### src/design/bis_pkg.sv
// constants, mode codes, search limits and states of the boot image search sequencer
package bis_pkg;
    localparam int unsigned OFS_W          = 15;
    localparam int unsigned ADDR_W         = 32;
    localparam int unsigned STEP_SHIFT     = 15;               // 32 KB between probe locations
    localparam logic [ADDR_W-1:0] STEP_BYTES = 32'h0000_8000;
    localparam logic [OFS_W-1:0]  OFS_RESET  = 15'h0000;
    // boot-mode strap codes
    localparam logic [3:0] MODE_FLASH24    = 4'h1;              // serial_flash_24bit_addr
    localparam logic [3:0] MODE_FLASH32    = 4'h2;              // serial_flash_32bit_addr
    localparam logic [3:0] MODE_SD0        = 4'h3;
    localparam logic [3:0] MODE_NAND       = 4'h4;
    localparam logic [3:0] MODE_SD1        = 4'h5;
    localparam logic [3:0] MODE_EMMC       = 4'h6;
    localparam logic [3:0] MODE_USB        = 4'h7;
    localparam logic [3:0] MODE_SD_LS      = 4'he;
    // search limits, counted in 32 KB steps or in files
    localparam logic [OFS_W:0] LIM_F24_SINGLE = 16'h0200;       // 16 MB
    localparam logic [OFS_W:0] LIM_F24_DUAL   = 16'h0400;       // 32 MB
    localparam logic [OFS_W:0] LIM_F32_SINGLE = 16'h2000;       // 256 MB
    localparam logic [OFS_W:0] LIM_F32_DUAL   = 16'h4000;       // 512 MB
    localparam logic [OFS_W:0] LIM_NAND       = 16'h1000;       // 128 MB
    localparam logic [OFS_W:0] LIM_SD_FILES   = 16'h1fff;       // 8191 files
    localparam logic [OFS_W:0] LIM_NONE       = 16'h0001;       // single attempt, no search
    localparam logic [1:0]     STRAP_SETTLE   = 2'h3;           // edges before the strap is latched

    typedef enum logic [2:0] {
        ST_STRAP   = 3'b000,
        ST_ISSUE   = 3'b001,
        ST_WAIT    = 3'b010,
        ST_LOADED  = 3'b011,
        ST_NEXT    = 3'b100,
        ST_EXHAUST = 3'b101
    } bis_state_e;

    // search limit of a boot device, in offset steps
    function automatic logic [OFS_W:0] bis_limit(input logic [3:0] mode, input logic dual);
        logic [OFS_W:0] lim;
        lim = LIM_NONE;
        case (mode)
            MODE_FLASH24: lim = dual ? LIM_F24_DUAL : LIM_F24_SINGLE;
            MODE_FLASH32: lim = dual ? LIM_F32_DUAL : LIM_F32_SINGLE;
            MODE_NAND:    lim = LIM_NAND;
            MODE_SD0, MODE_SD1, MODE_EMMC, MODE_SD_LS: lim = LIM_SD_FILES;
            default:      lim = LIM_NONE;
        endcase
        return lim;
    endfunction
endpackage

### src/design/bis_hdr_check.sv
// image identification match and header checksum accumulator
`timescale 1ns/10ps
module bis_hdr_check #(
    parameter int unsigned          HDR_WORDS = 16,
    parameter logic [31:0]          IMAGE_ID  = 32'h5a5a_c3c3 // arbitrary value
) (
    input  wire logic        clk,        // system clock
    input  wire logic        rst,        // synchronous reset
    input  wire logic        clear,      // restart accumulation
    input  wire logic        word_valid, // header word arrives
    input  wire logic [31:0] word_data,  // header word
    input  wire logic [3:0]  word_idx,   // index of the arriving word
    output logic             id_bad,     // word 0 is not the identification value
    output logic             hdr_last,   // arriving word is the checksum word
    output logic             sum_ok      // checksum word matches
);
    logic [31:0] sum_q;

    assign id_bad   = word_valid && (word_idx == 4'h0) && (word_data != IMAGE_ID);
    assign hdr_last = word_valid && (word_idx == 4'(HDR_WORDS - 1));
    assign sum_ok   = (~sum_q) == word_data;

    always_ff @(posedge clk) begin
        if (rst || clear) begin
            sum_q <= 32'h0000_0000;
        end else if (word_valid && !hdr_last) begin
            sum_q <= sum_q + word_data;
        end
    end
endmodule

### src/design/bis_search.sv
// boot image search sequencer: probes 32 KB steps, checks id and header checksum, falls back
// Behaviour
// - the identification value is looked for only at locations 32 KB apart.
// - a matching identification value is followed by a check of the header checksum before acceptance.
// - a correct checksum makes the image at that location the one loaded, so many images share a device.
// - a corrupt image or a failed decryption or authentication adds one to the offset and probes 32 KB on.
// - a missing identification value also adds one to the offset and probes the next 32 KB location.
// - probing and advancing repeat until an image is accepted or the device search limit is reached.
// - software writes the offset and then issues a soft reset, and the search restarts from that offset.
// - the search limit follows the boot device: 16/32 MB, 256/512 MB, NAND 128 MB, SD 8191 files, USB none.
// - the same search and fallback sequence runs in secure and non-secure boot.
// - the boot source is taken from a boot mode register that latches the strap pins at power-on reset.
`timescale 1ns/10ps
module bis_search
    import bis_pkg::*;
#(
    parameter int unsigned HDR_WORDS = 16,
    parameter logic [31:0] IMAGE_ID  = 32'h5a5a_c3c3 // arbitrary value
) (
    input  wire logic                      clk,          // system clock, 200 MHz
    input  wire logic                      rst,          // power-on reset, synchronous
    input  wire logic                      soft_rst,     // soft reset pulse from reset_control_block
    input  wire logic [3:0]                mode_pins,    // boot-mode strap pins
    input  wire logic                      dual_pin,     // strap: dual flash
    input  wire logic                      ofs_wr,       // write the multi-image offset
    input  wire logic [bis_pkg::OFS_W-1:0] ofs_wdata,    // offset to write
    output logic                           rd_req,       // one-cycle read request to boot device
    output logic [bis_pkg::ADDR_W-1:0]     rd_addr,      // byte address of the word read
    input  wire logic                      rd_valid,     // read data valid
    input  wire logic [31:0]               rd_data,      // read data
    input  wire logic                      load_fail,    // loaded image corrupt or failed decrypt/auth
    output logic                           image_found,  // image accepted, level
    output logic                           accept_pulse, // one cycle at acceptance
    output logic [bis_pkg::ADDR_W-1:0]     image_addr,   // address of the accepted image
    output logic                           search_fail,  // limit reached without an image
    output logic                           busy,         // search in progress
    output logic [bis_pkg::OFS_W-1:0]      offset,       // multi-image offset
    output logic [3:0]                     boot_mode     // latched boot mode
);
    import bis_pkg::*;

    bis_state_e          state_q;
    logic [OFS_W-1:0]    offset_q;
    logic [3:0]          wcnt_q;
    logic [1:0]          settle_q;
    logic [3:0]          mode_m_q;
    logic [3:0]          mode_s_q;
    logic                dual_m_q;
    logic                dual_s_q;
    logic [3:0]          mode_q;
    logic                dual_q;
    logic [ADDR_W-1:0]   image_addr_q;
    logic                accept_q;
    logic [OFS_W:0]      limit;
    logic [OFS_W:0]      ofs_next;
    logic                stop;
    logic                out_of_range;
    logic                id_bad;
    logic                hdr_last;
    logic                sum_ok;
    logic                hdr_clear;

    // strap pins come from outside the clock domain
    always_ff @(posedge clk) begin
        if (rst) begin
            mode_m_q <= 4'h0;
            mode_s_q <= 4'h0;
            dual_m_q <= 1'b0;
            dual_s_q <= 1'b0;
        end else begin
            mode_m_q <= mode_pins;
            mode_s_q <= mode_m_q;
            dual_m_q <= dual_pin;
            dual_s_q <= dual_m_q;
        end
    end

    // boot mode register, caught once after power-on reset only
    always_ff @(posedge clk) begin
        if (rst) begin
            settle_q <= 2'h0;
            mode_q   <= 4'h0;
            dual_q   <= 1'b0;
        end else if (state_q == ST_STRAP) begin
            settle_q <= settle_q + 2'h1;
            if (settle_q == STRAP_SETTLE) begin
                mode_q <= mode_s_q;
                dual_q <= dual_s_q;
            end
        end
    end

    assign limit        = bis_limit(mode_q, dual_q);
    assign ofs_next     = {1'b0, offset_q} + 16'h0001;
    assign stop         = (mode_q == MODE_USB) || (ofs_next >= limit);
    assign out_of_range = {1'b0, offset_q} >= limit;

    // the flow never looks at secure mode, so both boot methods search alike
    always_ff @(posedge clk) begin
        if (rst) begin
            state_q <= ST_STRAP;
        end else if (soft_rst && state_q != ST_STRAP) begin
            state_q <= ST_ISSUE;
        end else begin
            unique case (state_q)
                ST_STRAP: begin
                    if (settle_q == STRAP_SETTLE) begin
                        state_q <= ST_ISSUE;
                    end
                end
                ST_ISSUE: begin
                    state_q <= out_of_range ? ST_EXHAUST : ST_WAIT;
                end
                ST_WAIT: begin
                    if (rd_valid) begin
                        if (id_bad) begin
                            state_q <= ST_NEXT;
                        end else if (hdr_last) begin
                            state_q <= sum_ok ? ST_LOADED : ST_NEXT;
                        end else begin
                            state_q <= ST_ISSUE;
                        end
                    end
                end
                ST_LOADED: begin
                    if (load_fail) begin
                        state_q <= ST_NEXT;
                    end
                end
                ST_NEXT: begin
                    state_q <= stop ? ST_EXHAUST : ST_ISSUE;
                end
                ST_EXHAUST: begin
                    state_q <= ST_EXHAUST;
                end
                default: begin
                    state_q <= ST_STRAP;
                end
            endcase
        end
    end

    // multi-image offset: cleared by power-on reset only
    always_ff @(posedge clk) begin
        if (rst) begin
            offset_q <= OFS_RESET;
        end else if (ofs_wr) begin
            offset_q <= ofs_wdata;
        end else if (state_q == ST_NEXT && !stop) begin
            offset_q <= ofs_next[OFS_W-1:0];
        end
    end

    // header word index within the current candidate
    always_ff @(posedge clk) begin
        if (rst || soft_rst || state_q == ST_NEXT) begin
            wcnt_q <= 4'h0;
        end else if (state_q == ST_WAIT && rd_valid) begin
            wcnt_q <= wcnt_q + 4'h1;
        end
    end

    always_ff @(posedge clk) begin
        if (rst) begin
            image_addr_q <= 32'h0000_0000;
            accept_q     <= 1'b0;
        end else begin
            // a soft reset in the checksum cycle restarts the search, so no acceptance is reported
            accept_q <= state_q == ST_WAIT && rd_valid && hdr_last && !id_bad && sum_ok && !soft_rst;
            if (state_q == ST_WAIT && rd_valid && hdr_last && !id_bad && sum_ok && !soft_rst) begin
                image_addr_q <= {2'b00, offset_q, 15'h0000};
            end
        end
    end

    assign hdr_clear = (state_q != ST_ISSUE) && (state_q != ST_WAIT);

    bis_hdr_check #(
        .HDR_WORDS (HDR_WORDS),
        .IMAGE_ID  (IMAGE_ID)
    ) u_hdr (
        .clk        (clk),
        .rst        (rst),
        .clear      (hdr_clear || soft_rst),
        .word_valid (state_q == ST_WAIT && rd_valid),
        .word_data  (rd_data),
        .word_idx   (wcnt_q),
        .id_bad     (id_bad),
        .hdr_last   (hdr_last),
        .sum_ok     (sum_ok)
    );

    // probe base is offset times 32 KB, header words follow it
    assign rd_req       = (state_q == ST_ISSUE) && !out_of_range && !soft_rst;
    assign rd_addr      = {2'b00, offset_q, 15'h0000} | {26'h0000000, wcnt_q, 2'b00};
    assign image_found  = state_q == ST_LOADED;
    assign accept_pulse = accept_q;
    assign image_addr   = image_addr_q;
    assign search_fail  = state_q == ST_EXHAUST;
    assign busy         = (state_q != ST_LOADED) && (state_q != ST_EXHAUST);
    assign offset       = offset_q;
    assign boot_mode    = mode_q;
endmodule

### config.mk
export PLATFORM = sky130hd
export DESIGN_NAME = bis_search
export DESIGN_NICKNAME = d
export VERILOG_FILES = /design/src/design/bis_pkg.sv /design/src/design/bis_hdr_check.sv /design/src/design/bis_search.sv
export SDC_FILE = /design/constraint.sdc
export NUM_CORES = 1
export LEC_CHECK = 0
export BUFFER_PORTS_ARGS = -buffer_cell sky130_fd_sc_hd__clkbuf_2
export CAP_MARGIN = 15
export CORE_UTILIZATION = 60
export CTS_BUF_LIST = sky130_fd_sc_hd__clkbuf_8 sky130_fd_sc_hd__clkbuf_16
export DETAILED_ROUTE_END_ITERATION = 6
export GPL_ROUTABILITY_DRIVEN = 0
export GPL_TIMING_DRIVEN = 0
export PLACE_DENSITY_LB_ADDON = 0.2
export SLEW_MARGIN = 20
export SYNTH_ARGS = -nofsm -noshare
export SYNTH_HDL_FRONTEND = slang
export SYNTH_HIERARCHICAL = 1
export SYNTH_SLANG_ARGS = --single-unit
### constraint.sdc
create_clock -name clk -period 6.2 [get_ports clk]
set_input_delay 0.31 -clock clk [delete_from_list [all_inputs] [get_ports clk]]
set_output_delay 0.31 -clock clk [all_outputs]
set_load 0.03 [all_outputs]
==> summary.txt <==
status - complete, no violations
HP Class - primary input to flip-flop
storage element area - 0.00174 mm2
mapped cell area - 0.00683 mm2
Ant. Diodes - 0
Synth Register Bits - 87
fmax - 262 MHz
I/O pins - 146
clk_lat worst skew - 360 ps
Mapped Cells - 863
most frequent cells in the layout - clkbuf_2 (115), nand2_1 (90), dfxtp_1 (87), a21oi_1 (77), nor2_1 (70)
hold_buf cts - 0
Post-synth top flop - dfxtp_1
number of global-route vias before repair - 5898
WL/cell - 15.2 um
Area Growth Syn to Fin - 17.4%
Synth Area in Simple Gates - 23.3%
share of cells above drive strength 1 - 21.4%
peak per-stage delay on the critical path - 860 ps
Cell Rows - 38
Overall Power - 1.55 mW
setup slack, reg-to-reg - 2460 ps
Yosys cell types - 74
hold path cells - 2
# port buffers - 115
Final Slew Violations - 0
initial DRC count - 476
clk buf depth - 2
CP bufs+invs - 2
DRT Pass-1 Iters - 5
TritonCTS clock tree - yes
die span in x - 109 um
VDD IR-drop max - 0.000152 V
largest net degree at the start of global routing - 18
Post-synth EDFFs - 0
H-Tree Depth - 3
RSZ-0062 raised after global routing - false
fill count - 934
CTS resizes - 0
area of the multi-input gates - 0.00458 mm2
family with the most delay on the worst path - compound AO/OA/AOI/OAI gates
Crit path depth - 11
final wirelength - 17700 um
WP data arrival - 3510 ps
R2R cell count - 13
crit start category - flip-flop
crit path max fanout - 10
most common cell after layout, fill and taps aside - clkbuf_2
overall die height - 109 um
Area contributors post-synth - dfxtp_1 (26%), ha_1 (12%), a21oi_1 (5.6%)
clock sinks - 87
post-DP HPWL - 13400 um
Synth Area in Compound Gates - 23.6%
largest family of logic cells by synthesized area - compound AO/OA/AOI/OAI gates
register area share after synthesis - 25.5%
final worst path period share - 61.7%
Leak Pwr - 3.55 nW
Synth Area in XOR/XNOR - 5.13%
vias per cell - 5.77
total core area - 0.0110 mm2
Adder-Cell Fraction of Synth Area - 12.0%
DRC - 0
Final Hold Vio Count - 0
total global routing overflow - 0
CP Cell Sequence - clkbuf_1 > nor2b_1 > o311ai_0 > ha_1 > nand2b_1 > a21oi_1 > o21ai_0 > a22oi_1 > nand2_1 > nor2_1 > clkbuf_2
total die area - 0.0118 mm2
Final min period - 3820 ps
P per Cell Area - 194 mW/mm2
setup violators final - 0
setup tns final - 0 ps
Clock Skew - 9.28 ps
Root Driver - clkbuf_16
Worst EP required - 5890 ps
post-synthesis mux area share - 1.32%
Async SR Flop Fraction - 0%
mean area per synthesized cell - 7.91 um2
initial antenna violation count - 0
critical path class - flip-flop to output pin
post-synth top area cell - dfxtp_1
Initial Util - 62.2%
Rel. slew slack - 32.5%
worst-margin pin slew - 1000 ps
critical path capture point type - output pin
crit path max-delay cell type - o311ai_0
nets - 1142
YS warnings - 6
Num CTS Buffers - 9
Total GRT Usage - 30.8%
Yosys top cell area share - 25.5%
ANT nets after route - 0
post-CTS setup buffer count - 0
Reg clk slew, reported paths - 70 ps
routed vias - 6716
Max Cap Viol - 0
first-pass GRT wire length - 28400 um
==> per-stage QoR <==
step | cell area, um2 | cells | setup WS [ps] | util, % | hold WS, ps
after floorplan | 6940 | 892 | 2300 | - | 414
after global placement | 7690 | 1147 | 1970 | 70.0 | 418
after detailed placement | 7700 | 1148 | 2600 | 70.2 | 427
after CTS | 8010 | 1164 | 2370 | 73.0 | 161
after global routing | 8010 | 1164 | 2160 | 73.0 | 169
final | 8010 | 1164 | 2380 | 73.0 | 162
==> flip-flops by register name, summed over array words and instances (netlist names), 2 cells and up <==
name / count
mode_m_q: 4
offset: 15
mode_s_q: 4
settle_q: 2
wcnt_q: 4
boot_mode: 4
image_addr: 15
u_hdr/sum_q: 32
state_q: 3
==> worst reg2reg max path: cells and delay by family, from the launching register on <==
family / cells / cell delay [ps]
AO/OA/AOI/OAI: 4 / 890
XOR/XNOR: 1 / 240
adder cells (fa/ha/maj): 1 / 280
buffers and inverters: 1 / 200
flip-flops: 1 / 530
AND/OR/NAND/NOR: 6 / 1520
==> final cells by class <==
type,count,share of cell area [%]
multi-input cells,692,57.2
clock inverters,7,1.03
clock buffers,9,2.81
well taps,140,2.19
repair buffers,116,7.32
flip-flops and latches,87,21.7
plain buffers,88,6.54
inverters,25,1.17
==> cells in the mapped netlist (9+ instances only) <==
cell	instances
dfxtp_1	87
a21oi_1	77
nor2_1	70
o21ai_0	42
a21o_1	20
inv_1	25
mux2i_1	9
ha_1	64
clkbuf_1	34
nor2b_1	20
buf_4	46
a211oi_1	12
nand4_1	15
and2_1	9
xnor2_1	26
or3_1	18
nand3_1	21
xor2_1	14
nand2b_1	10
nand2_1	90
nor3_1	16
==> logic make-up after synthesis <==
group,Yosys count
and+or+nand+nor,313
adders and majority gates,65
muxes,9
xor gates and xnor gates,40
buffers and inverters,113
other,1
AOI/OAI and AO/OA,235
DFF,87
==> final timing paths <==
check / from / to
setup / recovery: boot_mode[2] / rd_req
hold / removal: dual_pin / dual_m_q
setup reg to reg: offset[2] / offset[13]
hold reg to reg: mode_m_q[0] / mode_s_q[0]
==> routing by layer <==
layer / track usage, % / routed length [um]
met5: 0 / 0
met4: 9.56 / 240
met1: 42.0 / 8260
met2: 49.8 / 8090
met3: 4.78 / 1100
==> where the power goes <==
| group | internal, mW | switching, mW | leakage (nW) |
|---|---|---|---|
| combinational | 0.146 | 0.227 | 2.69 |
| clock | 0.320 | 0.253 | 0.152 |
| sequential | 0.580 | 0.0268 | 0.707 |
Power figures use the tool's default switching activity.
